`src/rtl/vjd_pkg.sv`:
```
/*
 Constants, register map and timing counts of the vector jump detector.
 Assumes a 100 MHz system clock. Angles come in 0.01 degree steps and
 magnitudes in 0.01 percent of nominal voltage.
*/
package vjd_pkg;
   // ----------------------------------------------------------------
   // Timing
   // ----------------------------------------------------------------
   localparam int CLK_FREQ_KHZ      = 100000;
   localparam int TRIP_HOLD_MS      = 20;
   localparam int STAMP_RES_MS      = 1;
   localparam int TRIP_HOLD_CYC     = TRIP_HOLD_MS * CLK_FREQ_KHZ;
   localparam int MS_CYC            = STAMP_RES_MS * CLK_FREQ_KHZ;
   localparam int SAMPLES_PER_CYCLE = 64;

   // ----------------------------------------------------------------
   // Channels and setting groups
   // ----------------------------------------------------------------
   localparam int NCH   = 7;
   localparam int NGRP  = 8;
   localparam int ANG_W = 16;
   localparam int CNT_W = 16;
   localparam logic signed [17:0] ANG_FULL = 18'sh08CA0;
   localparam logic signed [17:0] ANG_HALF = 18'sh04650;

   // ----------------------------------------------------------------
   // Register byte offsets and fields
   // ----------------------------------------------------------------
   localparam logic [7:0] REG_CTRL     = 8'h00;
   localparam logic [7:0] REG_STAT     = 8'h04;
   localparam logic [7:0] REG_CNT_ALM  = 8'h08;
   localparam logic [7:0] REG_CNT_TRP  = 8'h0C;
   localparam logic [7:0] REG_CNT_BLK  = 8'h10;
   localparam logic [7:0] REG_STAMP    = 8'h14;
   localparam logic [7:0] REG_SMPIDX   = 8'h18;
   localparam int         GRP_SEL_BIT  = 7;
   localparam int         PAR_TRIP     = 0;
   localparam int         PAR_ALARM    = 1;
   localparam int         PAR_UV       = 2;
   localparam int         CTRL_MODE    = 0;
   localparam int         CTRL_MON_LSB = 4;
   localparam int         CTRL_GRP_LSB = 8;
   localparam int         CTRL_CLR     = 16;
   localparam int         OUT_ALARM    = 0;
   localparam int         OUT_TRIP     = 1;
   localparam int         OUT_BLK      = 2;

   // ----------------------------------------------------------------
   // Reset values
   // ----------------------------------------------------------------
   localparam logic       MODE_RST     = 1'h0;
   localparam logic [3:0] MON_RST      = 4'h1;
   localparam logic [2:0] GRP_RST      = 3'h0;
   localparam logic [15:0] THR_RST     = 16'h01F4;
   localparam logic [15:0] UV_RST      = 16'h251C;
endpackage

```
`src/rtl/vjd_top.sv`:
```
/*
 Vector jump islanding detector with a classic Wishbone register slave.
 Assumes samples of all seven voltage channels arrive together, one strobe
 per sample, from logic on MCLK_I; the external block is an async pin.
 Events leave as a one-cycle word for the common event buffer.
*/
`timescale 1ns/100ps
module vjd_top
   import vjd_pkg::*;
#(
   parameter int TRIP_HOLD_CYC_P = TRIP_HOLD_CYC,
   parameter int MS_CYC_P        = MS_CYC
)
(
   input  wire logic                 MCLK_I,
   input  wire logic                 RESET_N_I,
   input  wire logic [7:0]           WB_ADR_I,
   input  wire logic [31:0]          WB_DAT_I,
   input  wire logic [3:0]           WB_SEL_I,
   input  wire logic                 WB_WE_I,
   input  wire logic                 WB_CYC_I,
   input  wire logic                 WB_STB_I,
   output logic      [31:0]          WB_DAT_O,
   output logic                      WB_ACK_O,
   input  wire logic                 SMP_VALID_I,
   input  wire logic [NCH*ANG_W-1:0] SMP_ANGLE_I,
   input  wire logic [NCH*ANG_W-1:0] SMP_MAG_I,
   input  wire logic                 EXT_BLOCK_I,
   output logic                      ALARM_O,
   output logic                      TRIP_O,
   output logic                      BLOCKED_O,
   output logic                      EVT_VALID_O,
   output logic      [2:0]           EVT_ON_O,
   output logic      [2:0]           EVT_OFF_O,
   output logic      [31:0]          EVT_STAMP_O
);

   localparam int TW = $clog2(TRIP_HOLD_CYC_P + 1);
   localparam int MW = $clog2(MS_CYC_P + 1);
   localparam logic [TW-1:0] HOLD_LD = TW'(TRIP_HOLD_CYC_P);
   localparam logic [MW-1:0] MS_LAST = MW'(MS_CYC_P - 1);

   if (TRIP_HOLD_CYC_P < 2 || MS_CYC_P < 1)
   begin : g_chk
      $error("vjd_top: hold and millisecond counts out of range");
   end

   // ----------------------------------------------------------------
   // Functions
   // ----------------------------------------------------------------
   function automatic logic [15:0] ang_step(input logic [15:0] a, input logic [15:0] b);
      logic signed [17:0] d;
      d = $signed({2'h0, a}) - $signed({2'h0, b});
      if (d > ANG_HALF)
         d = d - ANG_FULL;
      else if (d < -ANG_HALF)
         d = d + ANG_FULL;
      if (d < 0)
         d = -d;
      return d[15:0];
   endfunction

   // Returns {all_required, channel mask}; an empty mask means invalid choice
   function automatic logic [7:0] mon_decode(input logic [3:0] m);
      logic [7:0] r;
      r = 8'h00;
      unique case (m)
         4'h0:    r = 8'h87;
         4'h1:    r = 8'h07;
         4'h2:    r = 8'h01;
         4'h3:    r = 8'h02;
         4'h4:    r = 8'h04;
         4'h5:    r = 8'hB8;
         4'h6:    r = 8'h38;
         4'h7:    r = 8'h08;
         4'h8:    r = 8'h10;
         4'h9:    r = 8'h20;
         4'hA:    r = 8'h40;
         default: r = 8'h00;
      endcase
      return r;
   endfunction

   function automatic logic [31:0] wb_merge(input logic [31:0] old, input logic [31:0] dat,
                                            input logic [3:0] sel);
      logic [31:0] r;
      r = old;
      for (int i = 0; i < 4; i++)
         if (sel[i])
            r[i*8 +: 8] = dat[i*8 +: 8];
      return r;
   endfunction

   // ----------------------------------------------------------------
   // Register storage
   // ----------------------------------------------------------------
   logic              mode_ff;
   logic [3:0]        mon_ff;
   logic [2:0]        grp_ff;
   logic [15:0]       par_ff [NGRP][3];
   logic              ack_ff;
   logic [31:0]       rdat_ff;
   logic              ext_s1_ff;
   logic              ext_s2_ff;
   logic [MW-1:0]     ms_cnt_ff;
   logic [31:0]       stamp_ff;
   logic [5:0]        smp_idx_ff;
   logic              s1_vld_ff;
   logic [15:0]       s1_ang_ff [NCH];
   logic [15:0]       s1_mag_ff [NCH];
   logic [15:0]       prev_ang_ff [NCH];
   logic              prev_ok_ff;
   logic              s2_vld_ff;
   logic [15:0]       step_ff [NCH];
   logic [NCH-1:0]    low_ff;
   logic              s3_vld_ff;
   logic              trip_hit_ff;
   logic              alarm_hit_ff;
   logic              uv_blk_ff;
   logic [TW-1:0]     tmr_ff [2];
   logic [2:0]        out_ff;
   logic [2:0]        out_prev_ff;
   logic [CNT_W-1:0]  cnt_ff [3];
   logic              evt_vld_ff;
   logic [2:0]        evt_on_ff;
   logic [2:0]        evt_off_ff;
   logic [31:0]       evt_stamp_ff;

   // ----------------------------------------------------------------
   // Bus decode
   // ----------------------------------------------------------------
   wire         acc      = WB_CYC_I & WB_STB_I & ~ack_ff;
   wire         wr       = acc & WB_WE_I;
   wire         grp_hit  = WB_ADR_I[GRP_SEL_BIT];
   wire  [2:0]  adr_grp  = WB_ADR_I[6:4];
   wire  [1:0]  adr_word = WB_ADR_I[3:2];
   wire         par_hit  = grp_hit & (adr_word != 2'h3);
   wire         ctrl_wr  = wr & (WB_ADR_I == REG_CTRL);
   wire  [31:0] ctrl_rd  = {15'h0000, 1'h0, 5'h00, grp_ff, mon_ff, 3'h0, mode_ff};
   wire  [31:0] ctrl_new = wb_merge(ctrl_rd, WB_DAT_I, WB_SEL_I);
   wire         cnt_clr  = ctrl_wr & ctrl_new[CTRL_CLR];
   wire  [31:0] par_rd   = par_hit ? {16'h0000, par_ff[adr_grp][adr_word]} : 32'h0000_0000;
   wire  [31:0] par_new  = wb_merge(par_rd, WB_DAT_I, WB_SEL_I);
   wire  [7:0]  mon_dec  = mon_decode(mon_ff);
   wire         mon_all  = mon_dec[7];
   wire [NCH-1:0] mon_msk = mon_dec[NCH-1:0];
   wire         sel_bad  = (mon_msk == '0);
   wire  [31:0] stat_rd  = {26'h0, uv_blk_ff, ext_s2_ff, sel_bad, out_ff};
   logic [31:0] rd_mux;

   always_comb
   begin
      rd_mux = 32'h0000_0000;
      if (grp_hit)
         rd_mux = par_rd;
      else
         unique case (WB_ADR_I)
            REG_CTRL:    rd_mux = ctrl_rd;
            REG_STAT:    rd_mux = stat_rd;
            REG_CNT_ALM: rd_mux = {16'h0000, cnt_ff[OUT_ALARM]};
            REG_CNT_TRP: rd_mux = {16'h0000, cnt_ff[OUT_TRIP]};
            REG_CNT_BLK: rd_mux = {16'h0000, cnt_ff[OUT_BLK]};
            REG_STAMP:   rd_mux = stamp_ff;
            REG_SMPIDX:  rd_mux = {26'h0, smp_idx_ff};
            default:     rd_mux = 32'h0000_0000;
         endcase
   end

   always_ff @(posedge MCLK_I or negedge RESET_N_I)
   begin
      if (!RESET_N_I)
      begin
         ack_ff  <= 1'h0;
         rdat_ff <= 32'h0000_0000;
         mode_ff <= MODE_RST;
         mon_ff  <= MON_RST;
         grp_ff  <= GRP_RST;
      end
      else
      begin
         ack_ff <= acc;
         if (acc)
            rdat_ff <= rd_mux;
         if (ctrl_wr)
         begin
            mode_ff <= ctrl_new[CTRL_MODE];
            mon_ff  <= ctrl_new[CTRL_MON_LSB +: 4];
            grp_ff  <= ctrl_new[CTRL_GRP_LSB +: 3];
         end
      end
   end

   // Eight parameter sets, each trip threshold, alarm threshold, undervoltage limit
   always_ff @(posedge MCLK_I or negedge RESET_N_I)
   begin
      if (!RESET_N_I)
      begin
         for (int g = 0; g < NGRP; g++)
         begin
            par_ff[g][PAR_TRIP]  <= THR_RST;
            par_ff[g][PAR_ALARM] <= THR_RST;
            par_ff[g][PAR_UV]    <= UV_RST;
         end
      end
      else if (wr && par_hit)
         par_ff[adr_grp][adr_word] <= par_new[15:0];
   end

   // ----------------------------------------------------------------
   // Pin synchroniser and millisecond time base
   // ----------------------------------------------------------------
   wire ms_tick = (ms_cnt_ff == MS_LAST);

   always_ff @(posedge MCLK_I or negedge RESET_N_I)
   begin
      if (!RESET_N_I)
      begin
         ext_s1_ff <= 1'h0;
         ext_s2_ff <= 1'h0;
         ms_cnt_ff <= '0;
         stamp_ff  <= 32'h0000_0000;
      end
      else
      begin
         ext_s1_ff <= EXT_BLOCK_I;
         ext_s2_ff <= ext_s1_ff;
         ms_cnt_ff <= ms_tick ? '0 : ms_cnt_ff + MW'(1);
         if (ms_tick)
            stamp_ff <= stamp_ff + 32'h0000_0001;
      end
   end

   // ----------------------------------------------------------------
   // Measurement pipeline
   // ----------------------------------------------------------------
   wire [15:0]    thr_trip  = par_ff[grp_ff][PAR_TRIP];
   wire [15:0]    thr_alarm = par_ff[grp_ff][PAR_ALARM];
   wire [15:0]    uv_lim    = par_ff[grp_ff][PAR_UV];
   logic [NCH-1:0] trip_raw;
   logic [NCH-1:0] alarm_raw;

   always_comb
   begin
      for (int i = 0; i < NCH; i++)
      begin
         trip_raw[i]  = (step_ff[i] >= thr_trip);
         alarm_raw[i] = (step_ff[i] >= thr_alarm);
      end
   end

   wire trip_sel  = mon_all ? (&(trip_raw | ~mon_msk) & ~sel_bad) : |(trip_raw & mon_msk);
   wire alarm_sel = mon_all ? (&(alarm_raw | ~mon_msk) & ~sel_bad) : |(alarm_raw & mon_msk);

   always_ff @(posedge MCLK_I or negedge RESET_N_I)
   begin
      if (!RESET_N_I)
      begin
         s1_vld_ff    <= 1'h0;
         s2_vld_ff    <= 1'h0;
         s3_vld_ff    <= 1'h0;
         prev_ok_ff   <= 1'h0;
         low_ff       <= '0;
         trip_hit_ff  <= 1'h0;
         alarm_hit_ff <= 1'h0;
         uv_blk_ff    <= 1'h0;
         smp_idx_ff   <= 6'h00;
         for (int i = 0; i < NCH; i++)
         begin
            s1_ang_ff[i]   <= 16'h0000;
            s1_mag_ff[i]   <= 16'h0000;
            prev_ang_ff[i] <= 16'h0000;
            step_ff[i]     <= 16'h0000;
         end
      end
      else
      begin
         // Input selection: capture all channels of one sample
         s1_vld_ff <= SMP_VALID_I;
         if (SMP_VALID_I)
         begin
            smp_idx_ff <= 6'(smp_idx_ff + 6'h01);
            for (int i = 0; i < NCH; i++)
            begin
               s1_ang_ff[i] <= SMP_ANGLE_I[i*ANG_W +: ANG_W];
               s1_mag_ff[i] <= SMP_MAG_I[i*ANG_W +: ANG_W];
            end
         end
         // Input processing: angle step against the previous sample
         s2_vld_ff <= s1_vld_ff;
         if (s1_vld_ff)
         begin
            prev_ok_ff <= 1'h1;
            for (int i = 0; i < NCH; i++)
            begin
               prev_ang_ff[i] <= s1_ang_ff[i];
               step_ff[i]     <= prev_ok_ff ? ang_step(s1_ang_ff[i], prev_ang_ff[i]) : 16'h0000;
               low_ff[i]      <= (s1_mag_ff[i] < uv_lim);
            end
         end
         // Threshold comparison with the live setting group
         s3_vld_ff <= s2_vld_ff;
         if (s2_vld_ff)
         begin
            trip_hit_ff  <= trip_sel;
            alarm_hit_ff <= alarm_sel;
            uv_blk_ff    <= |(low_ff & mon_msk);
         end
      end
   end

   // ----------------------------------------------------------------
   // Block check, hold timers and outputs
   // ----------------------------------------------------------------
   wire        blocked_now = uv_blk_ff | ext_s2_ff;
   wire        trip_start  = s3_vld_ff & trip_hit_ff & ~blocked_now;
   wire        alarm_start = mode_ff & s3_vld_ff & (alarm_hit_ff | trip_hit_ff) & ~blocked_now;
   logic [TW-1:0] nxt_tmr [2];
   logic [2:0]    nxt_out;

   always_comb
   begin
      for (int k = 0; k < 2; k++)
      begin
         if (blocked_now)
            nxt_tmr[k] = '0;
         else if (k == OUT_ALARM ? alarm_start : trip_start)
            nxt_tmr[k] = HOLD_LD;
         else if (tmr_ff[k] != '0)
            nxt_tmr[k] = tmr_ff[k] - TW'(1);
         else
            nxt_tmr[k] = '0;
      end
      if (!mode_ff)
         nxt_tmr[OUT_ALARM] = '0;
      nxt_out[OUT_ALARM] = (nxt_tmr[OUT_ALARM] != '0);
      nxt_out[OUT_TRIP]  = (nxt_tmr[OUT_TRIP] != '0);
      nxt_out[OUT_BLK]   = blocked_now;
   end

   wire [2:0] ev_on  = out_ff & ~out_prev_ff;
   wire [2:0] ev_off = ~out_ff & out_prev_ff;

   always_ff @(posedge MCLK_I or negedge RESET_N_I)
   begin
      if (!RESET_N_I)
      begin
         tmr_ff[0]    <= '0;
         tmr_ff[1]    <= '0;
         out_ff       <= 3'h0;
         out_prev_ff  <= 3'h0;
         evt_vld_ff   <= 1'h0;
         evt_on_ff    <= 3'h0;
         evt_off_ff   <= 3'h0;
         evt_stamp_ff <= 32'h0000_0000;
         for (int k = 0; k < 3; k++)
            cnt_ff[k] <= '0;
      end
      else
      begin
         tmr_ff[0]   <= nxt_tmr[0];
         tmr_ff[1]   <= nxt_tmr[1];
         out_ff      <= nxt_out;
         out_prev_ff <= out_ff;
         evt_vld_ff  <= |(ev_on | ev_off);
         evt_on_ff   <= ev_on;
         evt_off_ff  <= ev_off;
         if (|(ev_on | ev_off))
            evt_stamp_ff <= stamp_ff;
         for (int k = 0; k < 3; k++)
         begin
            if (cnt_clr)
               cnt_ff[k] <= CNT_W'(ev_on[k]);
            else if (ev_on[k] && cnt_ff[k] != '1)
               cnt_ff[k] <= cnt_ff[k] + CNT_W'(1);
         end
      end
   end

   assign WB_DAT_O    = rdat_ff;
   assign WB_ACK_O    = ack_ff;
   assign ALARM_O     = out_ff[OUT_ALARM];
   assign TRIP_O      = out_ff[OUT_TRIP];
   assign BLOCKED_O   = out_ff[OUT_BLK];
   assign EVT_VALID_O = evt_vld_ff;
   assign EVT_ON_O    = evt_on_ff;
   assign EVT_OFF_O   = evt_off_ff;
   assign EVT_STAMP_O = evt_stamp_ff;
endmodule

```
`config.mk`:
```
export PLATFORM = sky130hd
export DESIGN_NAME = vjd_top
export DESIGN_NICKNAME = d
export VERILOG_FILES = /design/src/rtl/vjd_pkg.sv /design/src/rtl/vjd_top.sv
export SDC_FILE = /design/constraint.sdc
export NUM_CORES = 2
export LEC_CHECK = 0
export BUFFER_PORTS_ARGS = -buffer_cell sky130_fd_sc_hd__buf_2
export CAP_MARGIN = 25
export CORE_MARGIN = 8
export CORE_UTILIZATION = 49
export DETAILED_ROUTE_END_ITERATION = 7
export PLACE_DENSITY = 0.65
export SETUP_SLACK_MARGIN = 0.2
export SYNTH_ARGS = -nofsm -noshare
export SYNTH_HDL_FRONTEND = slang
export SYNTH_SLANG_ARGS = --single-unit
```
`constraint.sdc`:
```
create_clock -name MCLK_I -period 14.4 [get_ports MCLK_I]
set_input_delay 1.44 -clock MCLK_I [delete_from_list [all_inputs] [get_ports MCLK_I]]
set_output_delay 1.44 -clock MCLK_I [all_outputs]
set_load 0.02 [all_outputs]
```
==> impl_metrics.env <==
export IMPL_synth_xor_area_share=0.0471
export IMPL_synth_top_area_cell="dfrtp_1"
export IMPL_layout_drive_gt1_share=0.185
export IMPL_reg2reg_to="trip_hit_ff"
export IMPL_async_flop_share=1.00
export IMPL_yosys_area_share_simple=0.133
export IMPL_cts_max_level=3
export IMPL_dieArea_mm2=0.149
export IMPL_syn_area_per_cell_um2=9.75
export IMPL_rr_worst_depth=16
export IMPL_crit_path_start="grp_ff[1]"
export IMPL_synthDominantCellAreaShare=0.348
export IMPL_cts_tree="built"
export IMPL_vias_per_cell=6.06
export IMPL_path_clk_slew_ns=0.06
export IMPL_post_cts_repair_setup_buffers=0
export IMPL_grt_pass1_wl_mm=308
export IMPL_grt_max_degree=135
export IMPL_crit_type="flop to flop"
export IMPL_cts_made_buffers=117
export IMPL_antenna_found_initial=12
export IMPL_clk_latency_ns=0.80
export IMPL_hp_class="flop to flop"
export IMPL_dp_cells=8758
export IMPL_area_growth_pct=11.9
export IMPL_core_mm2=0.137
export IMPL_io_buffers=333
export IMPL_reg2reg_from="grp_ff[1]"
export IMPL_slew_headroom=0.261
export IMPL_yosys_area_share_adder=0.0905
export IMPL_final_min_clock_period_ns=5.96
export IMPL_synth_compound_gate_area_share=0.201
export IMPL_critPathRequiredTime_ns=15.03
export IMPL_synthTopCellsByCount="dfrtp_1, nand2_1, o21ai_0"
export IMPL_hold_buffers=0
export IMPL_peakVddDrop_mv=0.109
export IMPL_cts_resized=0
export IMPL_grt_pass1_vias=53500
export IMPL_ys_flop_type="dfrtp_1"
export IMPL_reg2reg_slack_ns=8.44
export IMPL_clockRootBuffer="clkbuf_16"
export IMPL_power_density_mw_per_mm2=157
export IMPL_crit_buf_inv=2
export IMPL_fin_skew_ns=0.0799
export IMPL_ant_nets=0
export IMPL_rows=136
export IMPL_yosysMostFrequentCell="dfrtp_1"
export IMPL_crit_path_top_delay_cell="dfrtp_4"
export IMPL_fin_area_mm2=0.0753
export IMPL_fin_crit_sh=0.414
export IMPL_muxShareOfSynthArea=0.0897
export IMPL_wl_mm=195
export IMPL_seq_area_frac_synth=0.404
export IMPL_setup_tns_ns=0
export IMPL_final_cell_count_no_fill=8991
export IMPL_placed_cell_area_mm2=0.0709
export IMPL_drv_cap=0
export IMPL_synthDistinctLibCells=125
export IMPL_drt_iter0_markers=4341
export IMPL_die_w_um=386
export IMPL_p_leak_nw=32.3
export IMPL_start_util=0.491
export IMPL_ios=350
export IMPL_cp_endpoint="trip_hit_ff"
export IMPL_critPathMaxStageDelay_ns=0.79
export IMPL_fill_cells=12000
export IMPL_drc=0
export IMPL_cpMostUsedCell="a21o_1"
export IMPL_dr_pass1_iters=6
export IMPL_critPathCaptureType="flop"
export IMPL_gp_congestion=0.873
export IMPL_synthTopCellsByArea="dfrtp_1, ha_1, dfstp_2, o21ai_0, mux2_2"
export IMPL_die_h_um=386
export IMPL_cp_max_fo=43
export IMPL_rsz0062_at_grt="false"
export IMPL_synthesis_area_mm2=0.0672
export IMPL_synth_cells=6893
export IMPL_synth_top_family_by_area="compound AO/OA/AOI/OAI gates"
export IMPL_layout_setup_ws_ns=8.44
export IMPL_crit_family="compound AO/OA/AOI/OAI gates"
export IMPL_fmax_ghz=0.168
export IMPL_synth_nets=7650
export IMPL_dp_slack_ns=8.61
export IMPL_synth_warnings=0
export IMPL_clock_sinks=1079
export IMPL_crit_cells=16
export IMPL_fin_util=0.550
export IMPL_status="finished clean"
export IMPL_worstPathArrival_ns=6.59
export IMPL_track_usage=0.253
export IMPL_hold_viol_final=0
export IMPL_clock_path_buffers=3
export IMPL_tightest_slew_ns=1.09
export IMPL_grt_overflow=0
export IMPL_ys_seq_elements=1079
export IMPL_crit_chain="buf_4 -> buf_4 -> mux4_2 -> mux2i_2 -> ha_1 -> a21o_1 -> a21o_1 -> a21o_1 -> a21o_1 -> a21o_1 -> a21oi_1 -> and4b_1 -> a2111o_1 -> a31oi_1 -> a31oi_1 -> a221o_1"
export IMPL_finalSetupViolations=0
export IMPL_start_kind="flop"
export IMPL_finalNetCount=7844
export IMPL_dr_total_vias=54500
export IMPL_routedWlPerCell_um=21.7
export IMPL_hpwl_mm=137
export IMPL_synth_edf_count=0
export IMPL_drv_slew=0
==> state kept, by name, summed over array words and instances (netlist names), 3 cells and up <==
register	cells
EVT_OFF_O	3
s1_mag_ff	112
cnt_ff	48
ms_cnt_ff	17
low_ff	7
mon_ff	4
EVT_ON_O	3
tmr_ff	42
out_ff	3
grp_ff	3
par_ff	384
WB_DAT_O	32
stamp_ff	32
smp_idx_ff	6
s1_ang_ff	112
EVT_STAMP_O	32
out_prev_ff	3
prev_ang_ff	112
step_ff	112
==> area by class of cell <==
| class | count | area (um^2) | area share |
|---|---|---|---|
| clock inverter | 51 | 782 | 0.0104 |
| multi-input combinational | 5229 | 37900 | 0.503 |
| sequential | 1079 | 27200 | 0.361 |
| inverter | 197 | 739 | 0.00983 |
| clock buffer | 171 | 3400 | 0.0452 |
| antenna | 7 | 17.5 | 0.000233 |
| timing repair buffer | 463 | 3000 | 0.0399 |
| tap | 1794 | 2240 | 0.0298 |
==> kinds of logic after synthesis <==
family,Yosys count
compound gates,2027
xor+xnor,355
fa+ha+maj,482
buf+inv,585
flops,1079
mux,447
simple gates,1918
==> per-layer routing <==
layer / up-vias / GRT usage / wire length (um)
met2: 1760 / 0.406 / 89200
met1: 26800 / 0.349 / 86900
met5: - / 0 / 38
li1: 25700 / - / -
met4: 6 / 0.0792 / 6280
met3: 329 / 0.0438 / 12700
==> per-stage QoR <==
stage | hold slack (ns) | total power [mW]
after floorplan | 0.331 | 7.41
after global placement | 0.441 | 8.42
after global routing | 0.432 | 12.6
after detailed placement | 0.450 | 8.54
final | 0.443 | 11.8
after CTS | 0.454 | 11.8
==> placed cells by master, fill, tap and decap left out, types with 56 or more instances in the layout <==
master,n
nand3_1,135
inv_1,196
a21o_1,153
a22oi_1,149
a31oi_1,94
dfstp_2,145
nor2b_1,69
buf_2,331
nor3_1,95
nand2_1,810
xor2_1,129
mux4_2,97
and3_1,56
a221oi_1,60
buf_4,107
xnor2_1,218
clkbuf_16,117
a22o_1,105
nor2_1,372
a21oi_1,272
o21ai_0,716
mux2_2,276
ha_1,475
dfrtp_1,930
nand2b_1,68
nand4_1,77
==> worst min-delay path by stage <==
stage | cells past startpoint | from | slack [ns] | to
5_1_grt | 0 | ext_s1_ff | 0.43 | ext_s2_ff
4_1_cts | 0 | ext_s1_ff | 0.45 | ext_s2_ff
3_5_place_dp | 0 | ext_s1_ff | 0.45 | ext_s2_ff
2_1_floorplan | 0 | ext_s1_ff | 0.33 | ext_s2_ff
6_report | 0 | ext_s1_ff | 0.44 | ext_s2_ff
3_3_place_gp | 0 | ext_s1_ff | 0.44 | ext_s2_ff
==> report_power, final <==
part,switching [mW],internal (mW)
Clock,1.33,1.90
Combinational,2.76,2.07
Sequential,0.358,3.40
Power figures use the tool's default switching activity.
